<file path="config.mk">
export PLATFORM = sky130hd
export DESIGN_NAME = swm_config_reg
export DESIGN_NICKNAME = d
export VERILOG_FILES = /design/src/hw/swm_pkg.sv /design/src/hw/swm_win_if.sv /design/src/hw/swm_win_timer.sv /design/src/hw/swm_config_reg.sv
export SDC_FILE = /design/constraint.sdc
export NUM_CORES = 1
export LEC_CHECK = 0
export ABC_AREA = 1
export ABC_CLOCK_PERIOD_IN_PS = 11300
export BUFFER_PORTS_ARGS = -buffer_cell sky130_fd_sc_hd__buf_4
export CORE_MARGIN = 2
export CORE_UTILIZATION = 30
export CTS_CLUSTER_SIZE = 20
export DETAILED_ROUTE_END_ITERATION = 10
export MAX_ROUTING_LAYER = met4
export SYNTH_ARGS = -nofsm -noshare
export SYNTH_HDL_FRONTEND = slang
export SYNTH_SLANG_ARGS = --single-unit
</file>
<file path="constraint.sdc">
create_clock -name core_clk -period 11.3 [get_ports core_clk]
set_clock_uncertainty 0.15 [all_clocks]
set_input_delay 1.13 -clock core_clk [delete_from_list [all_inputs] [get_ports core_clk]]
set_output_delay 1.13 -clock core_clk [all_outputs]
set_load 0.05 [all_outputs]
</file>
<file path="src/hw/swm_pkg.sv">
package swm_pkg;
  // ---------------------------------------------------------------
  // Register map
  // ---------------------------------------------------------------
  localparam logic [5:0]  SWM_CFG_OFS     = 6'h1A;
  localparam logic [5:0]  SWM_CRC_OFS     = 6'h03;
  localparam logic [5:0]  SWM_CMP1_OFS    = 6'h1D;
  localparam logic [23:0] SWM_CFG_RESET   = 24'h000000;
  localparam logic [15:0] SWM_CRC_RESET   = 16'hFFFF;
  localparam logic [23:0] SWM_ZERO_WORD   = 24'h000000;

  // ---------------------------------------------------------------
  // Configuration field positions
  // ---------------------------------------------------------------
  localparam int SWM_B_DRT_SINK  = 16;
  localparam int SWM_B_DEPTH_HI  = 15;
  localparam int SWM_B_DEPTH_LO  = 14;
  localparam int SWM_B_DRT_SRC   = 13;
  localparam int SWM_B_INT_DYN   = 12;
  localparam int SWM_B_RUN       = 11;
  localparam int SWM_B_POLL      = 10;
  localparam int SWM_B_CRC_TRIG  = 9;
  localparam int SWM_B_WIN_HI    = 8;
  localparam int SWM_B_WIN_LO    = 5;
  localparam int SWM_B_SWRST     = 0;
  localparam logic [23:0] SWM_CFG_RW_MASK   = 24'h01FFFF;
  localparam logic [23:0] SWM_CFG_LIVE_MASK = 24'h000A01;

  // ---------------------------------------------------------------
  // Timing
  // ---------------------------------------------------------------
  localparam int SWM_CLK_MHZ     = 25;
  localparam int SWM_WIN_UNIT_US = 64;
  localparam int SWM_WIN_UNIT_CYC = SWM_WIN_UNIT_US * SWM_CLK_MHZ;
  localparam int SWM_NUM_IN      = 24;
endpackage

</file>
<file path="src/hw/swm_win_if.sv">
`timescale 1ns/100ps
interface swm_win_if;
  logic       start;
  logic       enable;
  logic [3:0] code;
  logic       active;
  logic       done;

  modport ctrl  (output start, output enable, output code, input active, input done);
  modport timer (input start, input enable, input code, output active, output done);
endinterface

</file>
<file path="src/hw/swm_win_timer.sv">
`timescale 1ns/100ps
module swm_win_timer
  import swm_pkg::*;
#(
  parameter int UNIT_CYC = SWM_WIN_UNIT_CYC
) (
  input  wire logic core_clk,
  input  wire logic rst_n,
  swm_win_if.timer  win
);
  typedef struct packed {
    logic        active;
    logic        done;
    logic [15:0] left;
  } swm_tmr_type;

  swm_tmr_type st_q;
  swm_tmr_type st_d;

  // Window length in 64 us units
  function automatic logic [5:0] swm_units(input logic [3:0] c);
    logic [5:0] u;
    u = 6'h08;
    if (c <= 4'h7) begin
      u = {2'b00, c} + 6'h01;
    end else if (c <= 4'hB) begin
      u = {2'b00, c} + {2'b00, c} - 6'h06;
    end else if (c == 4'hC) begin
      u = 6'h20;
    end
    return u;
  endfunction

  always_comb begin
    st_d      = st_q;
    st_d.done = 1'b0;
    if (!win.enable) begin
      st_d.active = 1'b0;
      st_d.left   = 16'h0000;
    end else if (win.start && !st_q.active) begin
      st_d.active = 1'b1;
      st_d.left   = 16'(32'(swm_units(win.code)) * UNIT_CYC - 1);
    end else if (st_q.active) begin
      if (st_q.left == 16'h0000) begin
        st_d.active = 1'b0;
        st_d.done   = 1'b1;
      end else begin
        st_d.left = st_q.left - 16'h0001;
      end
    end
  end

  always_ff @(posedge core_clk) begin
    if (!rst_n) begin
      st_q <= '0;
    end else begin
      st_q <= st_d;
    end
  end

  assign win.active = st_q.active;
  assign win.done   = st_q.done;
endmodule

</file>
<file path="src/hw/swm_config_reg.sv">
// How it works
// Sink 10/15 mA inputs derate to 2 mA on thermal warning unless bit 16 set.
// Source 10/15 mA inputs derate to 2 mA on thermal warning unless bit 13 set.
// Filter depth 0 takes every sample; 1-3 need 2-4 equal consecutive samples.
// Bit 12 picks static (0) or dynamic (1) interrupt pin scheme.
// Run bit 1 starts wetting current and polling; 0 holds device idle.
// Controller stops operation before reconfiguring, then restarts it.
// While running, run, CRC trigger, reset bit and compare config one stay writable.
// Bit 10 at 0 gives continuous mode; at 1 polling mode.
// Writing 1 to CRC trigger starts a checksum over all configuration bits.
// Checksum finish sets done flag, pulls interrupt low, stores result.
// CRC trigger bit clears itself once the checksum has run.
// Controller leaves configuration unchanged while the checksum runs.
// Active-time code maps to 64-512, 640-1024, 2048 or 512 microseconds.
// Register at 1Ah resets to zero; bits 23-17 read as zero.
// Writes to reserved bits are dropped; they keep reading zero.
`timescale 1ns/100ps
module swm_config_reg
  import swm_pkg::*;
#(
  parameter int UNIT_CYC = SWM_WIN_UNIT_CYC
) (
  input  wire logic                   core_clk,
  input  wire logic                   rst_n,
  input  wire logic                   reg_wr,
  input  wire logic                   reg_rd,
  input  wire logic [5:0]             reg_addr,
  input  wire logic [23:0]            reg_wdata,
  output logic      [23:0]            reg_rdata,
  output logic                        other_wr_ok,
  output logic                        crc_start,
  input  wire logic                   crc_done,
  input  wire logic [15:0]            crc_value,
  input  wire logic                   flag_clr,
  output logic                        checksum_done_flag,
  output logic                        int_n,
  output logic                        int_dynamic,
  output logic                        soft_reset_req,
  input  wire logic                   thermal_warning,
  output logic                        derate_sink_2ma,
  output logic                        derate_source_2ma,
  output logic                        wetting_on,
  output logic                        poll_mode,
  input  wire logic                   poll_start,
  output logic                        sample_window,
  input  wire logic                   sample_strobe,
  input  wire logic [SWM_NUM_IN-1:0]  sample_in,
  output logic      [SWM_NUM_IN-1:0]  switch_state,
  output logic      [SWM_NUM_IN-1:0]  switch_update
);
  // ---------------------------------------------------------------
  // State
  // ---------------------------------------------------------------
  typedef struct packed {
    logic [23:0]                 cfg;
    logic [15:0]                 crc_res;
    logic                        crc_busy;
    logic                        crc_go;
    logic                        flag;
    logic [23:0]                 rdata;
    logic [SWM_NUM_IN-1:0]       last;
    logic [SWM_NUM_IN-1:0][1:0]  run_len;
    logic [SWM_NUM_IN-1:0]       state;
    logic [SWM_NUM_IN-1:0]       upd;
  } swm_state_type;

  swm_state_type st_q;
  swm_state_type st_d;

  swm_win_if win ();

  logic       running;
  logic [1:0] depth;
  logic       cfg_wr;
  logic       trig_set;

  logic [SWM_NUM_IN-1:0]      flt_same;
  logic [SWM_NUM_IN-1:0][1:0] flt_len;
  logic [SWM_NUM_IN-1:0]      flt_take;

  // ---------------------------------------------------------------
  // Control decode
  // ---------------------------------------------------------------
  assign running  = st_q.cfg[SWM_B_RUN];
  assign depth    = st_q.cfg[SWM_B_DEPTH_HI:SWM_B_DEPTH_LO];
  assign cfg_wr   = reg_wr && (reg_addr == SWM_CFG_OFS);
  assign trig_set = cfg_wr && reg_wdata[SWM_B_CRC_TRIG];

  // ---------------------------------------------------------------
  // Active-time window
  // ---------------------------------------------------------------
  assign win.enable = running && st_q.cfg[SWM_B_POLL];
  assign win.start  = poll_start;
  assign win.code   = st_q.cfg[SWM_B_WIN_HI:SWM_B_WIN_LO];

  swm_win_timer #(
    .UNIT_CYC (UNIT_CYC)
  ) u_win (
    .core_clk (core_clk),
    .rst_n    (rst_n),
    .win      (win.timer)
  );

  // ---------------------------------------------------------------
  // Detection filter, one slice per input
  // ---------------------------------------------------------------
  // The repeat count saturates at the deepest setting, so a long steady
  // input never wraps round and drops out of the accepted state
  for (genvar g = 0; g < SWM_NUM_IN; g++) begin : g_flt
    assign flt_same[g] = (sample_in[g] == st_q.last[g]);
    assign flt_len[g]  = !flt_same[g] ? 2'h0
                       : (st_q.run_len[g] == 2'h3) ? 2'h3
                       : st_q.run_len[g] + 2'h1;
    assign flt_take[g] = (flt_len[g] >= depth);
  end

  // ---------------------------------------------------------------
  // Next state
  // ---------------------------------------------------------------
  always_comb begin
    st_d        = st_q;
    st_d.crc_go = 1'b0;
    st_d.upd    = '0;

    // Reserved bits never take write data; live fields stay writable in run
    if (cfg_wr) begin
      if (running) begin
        st_d.cfg = (st_q.cfg & ~SWM_CFG_LIVE_MASK)
                 | (reg_wdata & SWM_CFG_LIVE_MASK);
      end else begin
        st_d.cfg = reg_wdata & SWM_CFG_RW_MASK;
      end
      // Writing 0 to the trigger never cancels a checksum in flight
      st_d.cfg[SWM_B_CRC_TRIG] = st_q.cfg[SWM_B_CRC_TRIG];
    end

    // Checksum finish clears the trigger; a new trigger in that cycle wins
    if (crc_done && st_q.crc_busy) begin
      st_d.crc_busy            = 1'b0;
      st_d.cfg[SWM_B_CRC_TRIG] = 1'b0;
      st_d.crc_res             = crc_value;
    end
    if (trig_set) begin
      st_d.cfg[SWM_B_CRC_TRIG] = 1'b1;
      st_d.crc_busy            = 1'b1;
      st_d.crc_go              = 1'b1;
    end

    // Done flag: set beats clear
    if (flag_clr) begin
      st_d.flag = 1'b0;
    end
    if (crc_done && st_q.crc_busy) begin
      st_d.flag = 1'b1;
    end

    // Read data is registered one cycle after the strobe
    if (reg_rd) begin
      if (reg_addr == SWM_CFG_OFS) begin
        st_d.rdata = st_q.cfg & SWM_CFG_RW_MASK;
      end else if (reg_addr == SWM_CRC_OFS) begin
        st_d.rdata = {8'h00, st_q.crc_res};
      end else begin
        st_d.rdata = SWM_ZERO_WORD;
      end
    end

    // Idle device ignores samples so the filter restarts cleanly
    if (!running) begin
      st_d.run_len = '0;
    end else if (sample_strobe) begin
      st_d.last    = sample_in;
      st_d.run_len = flt_len;
      st_d.state   = (st_q.state & ~flt_take) | (sample_in & flt_take);
      st_d.upd     = flt_take;
    end
  end

  always_ff @(posedge core_clk) begin
    if (!rst_n) begin
      st_q         <= '0;
      st_q.cfg     <= SWM_CFG_RESET;
      // Result register comes up all ones, not zero
      st_q.crc_res <= SWM_CRC_RESET;
    end else begin
      st_q <= st_d;
    end
  end

  // ---------------------------------------------------------------
  // Outputs
  // ---------------------------------------------------------------
  assign reg_rdata          = st_q.rdata;
  // Other config registers stay frozen in run, except compare config one
  assign other_wr_ok        = reg_wr && !cfg_wr
                            && (!running || reg_addr == SWM_CMP1_OFS);
  assign crc_start          = st_q.crc_go;
  assign checksum_done_flag = st_q.flag;
  assign int_n              = ~st_q.flag;
  assign int_dynamic        = st_q.cfg[SWM_B_INT_DYN];
  assign soft_reset_req     = st_q.cfg[SWM_B_SWRST];
  // Derating only matters while current flows
  assign derate_sink_2ma    = running && thermal_warning
                            && !st_q.cfg[SWM_B_DRT_SINK];
  assign derate_source_2ma  = running && thermal_warning
                            && !st_q.cfg[SWM_B_DRT_SRC];
  // In polling mode current flows only inside the active window
  assign wetting_on         = running && (!st_q.cfg[SWM_B_POLL] || win.active);
  assign poll_mode          = st_q.cfg[SWM_B_POLL];
  assign sample_window      = win.active;
  assign switch_state       = st_q.state;
  assign switch_update      = st_q.upd;
endmodule

</file>
Yosys cells after proc, flatten, opt, wreduce, memory -nomap -nowiden

Cells that the tools add are included.

$add $sub $neg: 29
Multipliers: 1
Magnitude comparators: 26
Eq/ne operators: 53
Muxes and demuxes: 67
Bitwise logic cells: 6
Reduce and logical (&&, ||, !) cells: 28

Operators by type and width:

| kind                    | number |
|---|---|
| $mux W2                 | 50 |
| $add A2 B1 Y2 const B   | 24 |
| $and A24 B24 Y24        | 2 |
| $eq A2 B2 Y1 const B    | 24 |
| $ge A2 B2 Y1            | 24 |
| $mux W16                | 3 |
| $sub A16 B1 Y16 const B | 2 |
| $mux W6                 | 5 |
| $eq A1 B1 Y1            | 24 |
| $mux W24                | 1 |
| $not A24 Y24            | 1 |
| $or A24 B12 Y24         | 1 |
| $or A24 B24 Y24         | 1 |
| $mux W18                | 1 |
| $mux W17                | 1 |
| $logic_not A16 Y1       | 1 |
| $eq A6 B5 Y1 const B    | 2 |
| $logic_and A1 B1 Y1     | 11 |
| $mul A6 B5 Y10 const B  | 1 |
| $reduce_and A2 Y1       | 4 |
| $eq A6 B2 Y1 const B    | 1 |
| $logic_not A1 Y1        | 6 |
| $mux W1                 | 6 |
| $reduce_bool A2 Y1      | 3 |
| 10 further kinds        | 11 |

Bits in registers: 204
Output and inout bits: 83
Logic and storage cells: 246

Longest topological paths before layout

Gate-level depths: netlist of run 1.

Word-level depth: 9
Gate-level depth with buffers: 20
Depth with buffers taken out: 20

Modules after synthesis

A second synthesis of run 1 with hierarchy kept.

Cells, all modules: 1480
Area, all modules: 10450.0 um^2

By module, submodules not included:

| module         | times used | cells an instance | area each (um^2) |
|---|---|---|---|
| swm_config_reg | 1          | 1153              | 8446.9 |
| swm_win_timer  | 1          | 327               | 2003.2 |

Least setup slack after synthesis of run 1

No wires, ideal clock.

Path type: input to output
Start point: in reg_addr[5]
End point: out other_wr_ok
Arrival: 2.801 ns
Required time: 10.020 ns
Path slack: 7.219 ns
Stages on the path: 8
Path through: inv_1 nand2_1 nor2_1 nand3_1 buf_2 inv_2 buf_4 nor3_1

Word-level cells in the longest chain between the ends: 5
Elaborated cells between the ends (all ways): 7
Those cells by class: 2 x eq/ne; 5 x reduce/logical

RTL lines:

| what                    | line                  | RTL |
|---|---|---|
| start: declaration      | swm_config_reg.sv:27  | `input wire logic [5:0] reg_addr,` |
| $eq A6 B5 Y1            | swm_config_reg.sv:86  | `assign cfg_wr = reg_wr && (reg_addr == SWM_CFG_OFS);` |
| $logic_and A1 B1 Y1     | swm_config_reg.sv:86  |  |
| $logic_not A1 Y1        | swm_config_reg.sv:195 | `assign other_wr_ok = reg_wr && !cfg_wr` |
| $logic_and A1 B1 Y1     | swm_config_reg.sv:195 |  |
| $logic_and A1 B1 Y1 (*) | swm_config_reg.sv:196 | `&& (!running \|\| reg_addr == SWM_CMP1_OFS);` |
| end: declaration        | swm_config_reg.sv:30  | `output logic other_wr_ok,` |

Every way passes the cells marked *; elsewhere a longest branch is shown, timed or not.

Final worst setup path of run 1

Start point: reg st_q[168] (netlist bit)
End point: reg u_win.st_q[13] (netlist bit)

Word-level cells in the longest chain between the ends: 9
Elaborated cells between the ends (all ways): 14
Those cells by class: 4 x add/sub; 1 x mul; 2 x order compare; 1 x eq/ne; 6 x mux

RTL lines:

| what                                                 | line                                     | RTL |
|---|---|---|
| start: declaration                                   | swm_config_reg.sv:67                     | `swm_state_type st_q;` |
| start signal: assignment                             | swm_config_reg.sv:186                    | `st_q <= st_d;` |
| $add A4 B4 Y5 / $eq A4 B4 Y1 (equally long branches) | swm_win_timer.sv:27, swm_win_timer.sv:28 |  |
| $sub A6 B3 Y6 / $mux W6 (equally long branches)      | swm_win_timer.sv:27, swm_win_timer.sv:28 |  |
| $mux W6                                              | swm_win_timer.sv:26                      | `end else if (c <= 4'hB) begin` |
| $mux W6 (*)                                          | swm_win_timer.sv:24                      | `if (c <= 4'h7) begin` |
| $mux W6 (*)                                          | swm_win_timer.sv:40                      | `end else if (win.start && !st_q.active) begin` |
| $mux W6 (*)                                          | swm_win_timer.sv:37                      | `if (!win.enable) begin` |
| $mul A6 B5 Y10 (*)                                   | swm_win_timer.sv:42                      | `st_d.left = 16'(32'(swm_units(win.code)) * UNIT_CYC - 1);` |
| $sub A16 B1 Y16 (*)                                  | swm_win_timer.sv:42                      |  |
| $mux W16 (*)                                         | swm_win_timer.sv:40                      |  |
| end signal: assignment                               | swm_win_timer.sv:57                      | `st_q <= st_d;` |
| end: declaration                                     | swm_win_timer.sv:17                      | `swm_tmr_type st_q;` |

Every way passes the cells marked *; elsewhere a longest branch is shown, timed or not. The select of a mux whose other input is x is not followed.
A chain may end at the register's enable or synchronous reset.

==> metrics.txt, run 1 <==
Die Ht=187 um; initial antenna violation count=1; root buffer cell=clkbuf_16; CP Data Arrival Time=4.32 ns; Die X=~190 um; DRT Wirelength=around 24 mm; DPL Wire Length=around 17 mm; DR vias=8568; DP Cell Count=approximately 1900; P per Cell Area=around 120 nW/um2; RePlAce Congestion=about 0.84; Final WS setup=slightly above 7 ns; maximum fanout along the worst path=4; asr flop ratio synth=0%; sequential-to-total area share from yosys stat=37.6%; Avg Cell Area, Syn=7.30 um2; share of layout cells above drive strength 1=~15%; Initial Util=30.2%; leading cell type in the layout, fill and taps excluded=nand2_1; Post-CTS Repair Setup Buffers=0; most frequent cells in the layout=nand2_1 (231), dfxtp_1 (188), inv_1 (179); Final Slew Violations=0; Hold WS=0.319 ns; IO Count=between 150 and 200; Hold Vio Cnt, Final=0; Syn Inst Count=about 1400; total clock sinks=about 190; drt initial violations=between 300 and 400; IR drop worst, VDD=roughly 0.00011 V; Die ar.=~35000 um2; cts bufs inserted=17; first-pass GRT wire length=between 40 and 50 mm; Clock Latency Late Sink=about 0.45 ns; drt via density=roughly 4.5; Mapped Area=around 10000 um2; design area=11600 um2; area grow syn2layout=15.2%; antenna-violating nets left=0; GRT Total Usage=around 15%; clock transition at the registers of the reported paths=0.08 ns; num rows=67; EDFF count, synth=0; dominant cells by area after synthesis=dfxtp_1 (38%), ha_1 (8.8%), nand2_1 (8.6%); fin crit share=between 30% and 40%; TritonCTS clock tree=built; setup slack at placement=between 7 and 8 ns; per-cell routed wire length=12.8 um; Hold Crit Class=reg -> reg; Max Cap Viol=0; RSZ-0062 raised after global routing=no; number of hold buffers added after CTS=0; Setup CP Type=reg -> reg; Finish-stage setup viols=0; status=complete, no violations; FMAX=around 250 MHz; yosys warns=0; CP Capture Type=flip-flop; distinct cell type count after synthesis=42; # nets final=approximately 1600; Slew headroom=28.6%; min cycle time layout=roughly 4.1 ns; setup_tns=0 ns; DRT Pass-1 Iters=5; core area=~33000 um2; H-tree Lvls=4; main flop type after synthesis=dfxtp_1; largest net degree at the start of global routing=98; # DRC=0; CTS Buffer Depth=2; startpoint types=flip-flop; GR Overflow Total=0; top-area cell type share of the netlist area=between 30% and 40%; #FFs+latches synth=roughly 190; Worst EP required=between 10 and 15 ns; IO buf count=between 100 and 150; fin cells=roughly 1900; cell taking the most area after synthesis=dfxtp_1; number of global-route vias before repair=about 8300; worst-margin pin slew=1.07 ns; Placed Instance Area=between 10000 and 15000 um2; LEAKAGE=5.39 nW; fill cell count=roughly 3500; PostCTS Resize Cnt=0
[cells in the mapped netlist, types with 2 or more instances]
cell type	instances
nand2_1	231
dfxtp_1	189
inv_1	179
o21ai_0	155
nand3_1	122
nor2_1	86
a21oi_1	78
buf_4	73
ha_1	71
clkbuf_1	30
xnor2_1	22
inv_2	20
o211ai_1	20
o21ai_1	19
buf_2	18
a31oi_1	8
xor2_1	8
nor3_1	7
nand4_1	6
buf_1	4
nand2_2	4
clkinv_1	3
nor2_2	3
buf_6	2
nand2_4	2
nand3b_1	2
o21bai_1	2
[metrics by stage]
step                power (mW)  utilization (%)
finish                    1.39             34.8
global placement         0.784             33.1
global route              1.44             34.8
CTS                       1.41             34.8
detailed placement       0.786             33.1
floorplan                0.753                -
[final timing paths]
check             from             end  slack (ns)  cells past startpoint
max reg2reg  st_q[168]  u_win.st_q[13]        7.23                     18
max          st_q[168]  u_win.st_q[13]        7.23                     18
min reg2reg  st_q[166]       st_q[166]        0.32                      2
min          st_q[166]       st_q[166]        0.32                      2
[per-layer routing]
metal	part of all wire, %	wire [um]	track usage [%]
met1	47	11400	18.1
met2	47	11300	23.8
met3	4.4	1060	2.72
met4	1.3	318	4.46
met5	0	0	-
[report_power, final]
group | switching [mW] | internal (mW) | leakage [nW]
combinational | 0.0622 | 0.0346 | 3.58
sequential | 0.00272 | 0.670 | 1.53
clock | 0.286 | 0.331 | 0.288
total | 0.351 | 1.04 | 5.39
[kinds of logic (layout without fill, tap and decap cells)]
kind of cell,after synthesis,after routing,synth area share (%)
buffers and inverters,330,387,15.4
AOI/OAI and AO/OA,289,289,15.3
DFF,189,189,37.6
and+or+nand+nor,468,468,20.1
xor gates and xnor gates,30,30,2.61
adders and majority gates,72,72,9.03
other,1,8,0.0373
[critical path: stages (launching register included)]
cell      delay (ns)
dfxtp_1         0.38
inv_1           0.11
ha_1            0.33
nand2_1         0.07
a21boi_0        0.48
inv_1           0.14
ha_1            0.36
inv_1           0.05
nor2_1          0.26
nor2_1          0.08
ha_1            0.25
fa_1            0.47
nor2_1          0.17
nand3_1         0.11
nor2_1          0.14
nand2_1         0.09
a21oi_1         0.21
o21ai_1         0.08
nand2_1         0.09
[final cells by class]
cell class / count / area [um2] / area share (%)
tap: 448 / 561 / 4.84
timing repair buffer: 153 / 1150 / 9.91
inverter: 202 / 758 / 6.54
clock buffer: 18 / 429 / 3.70
clock inverter: 14 / 155 / 1.34
sequential: 189 / 3780 / 32.7
antenna: 1 / 2.50 / 0.0216
multi-input combinational: 866 / 4750 / 41.0
Note: power is estimated with default switching activity, not from simulation.
==> run 2, diff against run 1 <==
ABC_AREA = 0   (was 1)
ABC_CLOCK_PERIOD_IN_PS = 3600   (was 11300)
clock period = 3.6 ns   (was 11.3 ns; I/O delays follow)
==> run 2 against run 1 <==
  * Final area increased by 2.7%
  * Die area decreased by 1.8%
  * Area after synthesis decreased by 1.8%
  * Worst setup slack got worse by 7.2 ns
  * Synthesized cell count decreased by 15%
  * Worst hold slack got worse by 0.29 ns
  * Clock power increased to 3.2 times the previous value
  * Register-to-register slack got worse by 7.2 ns
  * Non-clock buffer count increased by 30
  * Core utilization increased by 1.8 points
  * Sequential share of layout area decreased by 0.83 points
  * Critical path depth decreased by 2
  * Largest cell class unchanged
  * Largest power group unchanged
==> metrics.txt, run 2 <==
Sw Pwr=1.05 mW (+200%); drt via density=4.55 (+0.41%); maximum fanout along the worst path=4 (unchanged); area grow syn2layout=20.4%; hold path depth=3 (+1); number of global-route vias before repair=7774 (-5.9%); status=complete, no violations; Slew headroom=31.5% (+3.0 points); Clk network pwr share=45.0% (+0.5 points); sequential-to-total area share from yosys stat=38.3% (+0.69 points); IR drop worst, VDD=0.000313 V (+190%); # nets final=1404 (-11%); met2 Usage GRT=23.8% (+0.030 points); GR Overflow Total=0 (unchanged); Int Pwr=3.36 mW (+220%); Hold Vio Cnt, Final=0 (unchanged); initial antenna violation count=1 (unchanged); DRT Pass-1 Iters=4 (-1); IO buf count=147 (unchanged); # DRC=0 (unchanged); CP Data Arrival Time=3.73 ns (-0.59 ns); met1 usage=18.5% (+0.41 points); IO Count=162 (unchanged); Mapped Area=9880 um2 (-1.8%); H-tree Lvls=4 (unchanged); switching share of power=23.8% (-1.5 points); Sequential Power Share=47.8% (-0.7 points); main flop type after synthesis=dfxtp_1; design area=11900 um2 (+2.7%); met3 Use GR=3.44% (+0.72 points); Clock Latency Late Sink=0.44 ns (about the same); Worst EP required=3.80 ns (-7.75 ns); share of layout cells above drive strength 1=18.7% (+3.4 points); gr busiest metal=met2; asr flop ratio synth=0% (unchanged); startpoint types=flip-flop; #FFs+latches synth=189 (unchanged); distinct cell type count after synthesis=57 (+36%); most frequent cells in the layout=dfxtp_1 (186), buf_4 (167), nand2_1 (158); drt initial violations=336 (-13%); Die Ht=186 um (-0.89%); Final Power=4.41 mW (+220%); TritonCTS clock tree=built; cell taking the most area after synthesis=dfxtp_1; Hold Crit Class=in -> reg; RePlAce Congestion=0.769 (-8.1%); top-count cell post-synth=dfxtp_1; DRT Wirelength=23.7 mm (-1.7%); num rows=66 (-1.5%); first-pass GRT wire length=38.8 mm (-3.3%); P per Cell Area=371 nW/um2 (+210%); Initial Util=30.5% (+0.21 points); Die X=186 um (-0.89%); CTS Buffer Depth=2 (unchanged); setup slack at placement=-0.0864 ns (-7.41 ns); RSZ-0062 raised after global routing=yes; EDFF count, synth=0 (unchanged); FMAX=283 MHz (+15%); Comb power frac=7.2% (+0.2 points); commonest cells in the netlist=dfxtp_1 (189), nand2_1 (160), nor2_1 (148), buf_4 (72), ha_1 (71); Max Cap Viol=0 (unchanged); Finish-stage setup viols=0 (unchanged); R2R cell count=16 (-2); CP Capture Type=flip-flop; fin crit share=98.2% (+62 points); per-cell routed wire length=13.9 um (+8.7%); Final WS setup=0.0651 ns (-7.16 ns); GRT Total Usage=14.7% (+0.21 points); largest net degree at the start of global routing=49 (-50%); Syn Inst Count=1171 (-15%); setup_tns=0 ns (unchanged); min cycle time layout=3.53 ns (-0.536 ns); Setup CP Type=reg -> reg; Finished Core Util=36.7% (+1.8 points); DR vias=7775 (-9.3%); total clock sinks=189 (unchanged); leading cell type in the layout, fill and taps excluded=dfxtp_1; cts bufs inserted=17 (unchanged); dominant cells by area after synthesis=dfxtp_1 (38%), ha_1 (9.0%), mux2i_1 (6.2%); Die ar.=34400 um2 (-1.8%); antenna-violating nets left=0 (unchanged); LEAKAGE=5.16 nW (-4.4%); DPL Wire Length=16.3 mm (-1.0%); fill cell count=3337 (-5.7%); core area=32500 um2 (-2.5%); Avg Cell Area, Syn=8.44 um2 (+16%); Placed Instance Area=11100 um2 (+0.81%); Final Slew Violations=0 (unchanged); top-area cell type share of the netlist area=38.3% (+0.69 points); clock transition at the registers of the reported paths=0.07 ns (about the same); worst-margin pin slew=1.02 ns (-0.0425 ns); yosys warns=0 (unchanged); root buffer cell=clkbuf_16
run 2: changes by cell type after synthesis, moves of 29 or more:
cell | previous run | this run
mux2i_1 | 0 | 61
nand2b_1 | 0 | 29
nand3_1 | 122 | 23
nor2_1 | 86 | 148
a21boi_0 | 1 | 54
nand2_1 | 231 | 160
inv_1 | 179 | 60
o21ai_0 | 155 | 21
run 2: final cells by class:
cell class | count | area (um2) | area share (%)
Antenna cell | 1 | 2.50 | 0.0210
Clock buffer | 21 | 450 | 3.79
Clock inverter | 11 | 156 | 1.31
Inverter | 60 | 225 | 1.89
Multi-Input combinational cell | 802 | 5310 | 44.6
Sequential cell | 189 | 3790 | 31.8
Tap cell | 442 | 553 | 4.65
Timing Repair Buffer | 183 | 1410 | 11.9
run 2: stage by stage:
step                hold WS (ns)  instances
finish                    0.0287       1709
global route             0.00661       1709
CTS                     0.000620       1708
detailed placement         0.309       1658
global placement           0.302       1658
floorplan                  0.291       1177
run 2: cells by family (layout without fill, tap and decap cells):
| kind of cell | Yosys count | in the layout | synth area share (%) |
|---|---|---|---|
| AND/OR/NAND/NOR | 422 | 422 | 18.9 |
| AO/OA/AOI/OAI | 197 | 197 | 13.5 |
| flip-flops | 189 | 189 | 38.3 |
| buffers and inverters | 186 | 275 | 9.82 |
| adder cells (fa/ha/maj) | 72 | 72 | 9.19 |
| multiplexers | 65 | 65 | 6.63 |
| XOR/XNOR | 39 | 39 | 3.60 |
| other | 1 | 8 | 0.0379 |
run 2: repair_timing:
item / CTS / global route
hold buffers: 16 / 0
setup endpoints to repair: 2 / 2
hold endpoints to repair: 16 / 0
setup buffers: 2 / 0
gates resized for setup: 3 / 3
pin swaps: 8 / 4
gates cloned: 0 / 0
run 2: final timing paths:
kind / start / end / slack, ns
hold / removal: reg_wdata[12] / int_dynamic / 0.03
setup / recovery: st_q[169] / u_win.st_q[15] / 0.07
setup reg to reg: st_q[169] / u_win.st_q[15] / 0.07
hold reg to reg: st_q[166] / st_q[166] / 0.32
run 2: routing by layer:
metal	routed length [um]	share of wire [%]
met1	11500	48
met5	0	0
met3	1040	4.4
met4	274	1.2
met2	10900	46
run 2: worst max-delay path, cell delays in order, from the launching register on:
cell and delay (ns):
dfxtp_2 0.36, inv_2 0.05, ha_4 0.21, mux2_4 0.27
o21ai_4 0.14, inv_2 0.06, buf_4 0.14, ha_4 0.27
ha_4 0.20, ha_4 0.24, ha_4 0.25, a21o_1 0.17
a21oi_2 0.17, xnor2_2 0.09, nor4_2 0.26, xnor3_1 0.26
a211oi_2 0.17
run 2: power by group through the flow:
stage | Combinational [mW] | Clock [mW] | Sequential, mW
after floorplan | 0.199 | 0 | 2.15
after global placement | 0.302 | 0 | 2.16
after detailed placement | 0.305 | 0 | 2.16
after CTS | 0.320 | 2.06 | 2.11
after global routing | 0.348 | 2.12 | 2.11
final | 0.318 | 1.99 | 2.11
==> run 3, diff against run 2 <==
CTS_BUF_LIST = sky130_fd_sc_hd__clkbuf_8   (was default)
==> run 3 against run 2 <==
  * First-iteration DRC count rose by 15%
  * Worst setup slack lost 0.0024 ns
  * Global-route usage increased by 0.11 points
  * Sequential power about the same
  * Critical path depth down 2
  * Non-clock buffer count increased by 43
  * Core utilization is 0.74 points higher
  * Final area up 2.0%
  * Sequential share of layout area fell by 0.63 points
  * Combinational power is 12% higher
  * Largest cell class unchanged
==> metrics.txt, run 3 (synthesized netlist as in run 2, its figures left out) <==
LEAKAGE=5.26 nW (+2.0%); IO buf count=147 (unchanged); RSZ-0062 raised after global routing=yes; FMAX=283 MHz (about the same); R2R cell count=14 (-2); Metal-1 WL=11.7 mm (+1.9%); DPL Wire Length=16.3 mm (unchanged); core area=32500 um2 (unchanged); drt via density=4.54 (-0.26%); Hold Vio Cnt, Final=0 (unchanged); Die Ht=186 um (unchanged); startpoint types=flip-flop; worst-margin pin slew=1.02 ns (-0.00346 ns); per-cell routed wire length=13.7 um (-1.2%); root buffer cell=clkbuf_8; Hold WS=0.0479 ns (+0.0191 ns); TritonCTS clock tree=built; FF/Latch Area=3790 um2 (unchanged); clock transition at the registers of the reported paths=0.10 ns (+0.03 ns); IR drop worst, VDD=0.000219 V (-30%); status=complete, no violations; total clock sinks=189 (unchanged); DRT Wirelength=24.0 mm (+1.3%); antenna-violating nets left=0 (unchanged); P per Cell Area=328 nW/um2 (-12%); initial antenna violation count=1 (unchanged); # nets final=1447 (+3.1%); Die X=186 um (unchanged); IO Count=162 (unchanged); # DRC=0 (unchanged); fill cell count=3310 (-0.81%); hold path depth=3 (unchanged); design area=12100 um2 (+2.0%); fin crit share=98.3% (about the same); share of layout cells above drive strength 1=18.1% (-0.61 points); Setup CP Type=reg -> reg; DR top layer=met4; most frequent cells in the layout=dfxtp_1 (186), buf_4 (167), nand2_1 (158); min cycle time layout=3.54 ns (+0.00237 ns); setup_tns=0 ns (unchanged); H-tree Lvls=4 (unchanged); num rows=66 (unchanged); GRT Total Usage=14.8% (+0.11 points); GR Overflow Total=0 (unchanged); routed wl met3=875 um (-16%); number of global-route vias before repair=7901 (+1.6%); CP Capture Type=flip-flop; Placed Instance Area=11100 um2 (unchanged); area grow syn2layout=22.8%; leading cell type in the layout, fill and taps excluded=dfxtp_1; DRT Pass-1 Iters=4 (unchanged); Slew headroom=31.8% (+0.23 points); cts bufs inserted=17 (unchanged); Clock Latency Late Sink=0.49 ns (+0.05 ns); first-pass GRT wire length=39.2 mm (+0.98%); DR vias=7950 (+2.3%); CTS Buffer Depth=2 (unchanged); Final Power=3.98 mW (-9.8%); maximum fanout along the worst path=9 (+5); largest net degree at the start of global routing=49 (unchanged); CP Data Arrival Time=3.78 ns (+0.05 ns); Worst EP required=3.85 ns (+0.05 ns); Initial Util=30.5% (unchanged); Hold Crit Class=in -> reg; multi-input logic area=5310 um2 (unchanged); Finish-stage setup viols=0 (unchanged); RePlAce Congestion=0.769 (unchanged); Final Slew Violations=0 (unchanged); drt initial violations=386 (+15%); DR WL met2=11.2 mm (+2.6%); Die ar.=34400 um2 (unchanged); Max Cap Viol=0 (unchanged)
## run 3: cell count changes in the layout (fill, tap and decap cells not counted), sizes merged
cell         before  now
inv              63   66
dlygate4sd3      16   59
clkbuf           21   18
## run 3: power breakdown
| group | leakage (nW) | switching (mW) | internal (mW) |
|---|---|---|---|
| Combinational | 3.52 | 0.188 | 0.169 |
| Clock | 0.210 | 0.810 | 0.706 |
| Sequential | 1.53 | 0.00727 | 2.10 |
## run 3: path summary, 6_finish.rpt
check	start	to	slack [ns]
min reg2reg	st_q[166]	st_q[166]	0.32
max reg2reg	st_q[171]	u_win.st_q[15]	0.06
min	reg_wr	running	0.05
max	st_q[171]	u_win.st_q[15]	0.06
## run 3: critical path, stage by stage, from the launching register on
cell	delay (ns)
dfxtp_1	0.53
mux2_4	0.35
o21ai_4	0.14
inv_2	0.06
buf_4	0.14
ha_4	0.27
ha_4	0.20
ha_4	0.24
ha_4	0.25
a21o_1	0.17
a21oi_2	0.17
xnor2_2	0.09
nor4_2	0.26
xnor3_1	0.26
a211oi_2	0.17
## run 3: through the flow
stage | instances | util, % | setup WS, ns
6_report | 1752 | 37.4 | 0.0627
5_1_grt | 1752 | 37.4 | -0.119
4_1_cts | 1751 | 37.4 | -0.0646
3_5_place_dp | 1658 | 34.2 | -0.0864
3_3_place_gp | 1658 | 34.2 | 0.00996
2_1_floorplan | 1177 | - | 0.00668
## run 3: what timing repair did
action,CTS,global route
endpoints found under the hold margin,83,0
pin swaps,8,4
hold buffers,59,0
buffers inserted,2,0
resized for setup,3,3
setup endpoints to repair,2,2
## run 3: per-layer routing
| layer | GRT usage [%] | up-vias |
|---|---|---|
| met3 | 3.19 | 15 |
| li1 | - | 4068 |
| met1 | 18.7 | 3739 |
| met5 | - | - |
| met4 | 3.59 | 0 |
| met2 | 24.2 | 128 |
## run 3: area by class of cell
type	count	share of cell area [%]
Tap cell	442	4.56
Sequential cell	189	31.2
Antenna cell	1	0.0206
Clock buffer	18	2.04
Clock inverter	14	1.38
Multi-Input combinational cell	802	43.8
Inverter	60	1.86
Timing Repair Buffer	226	15.2
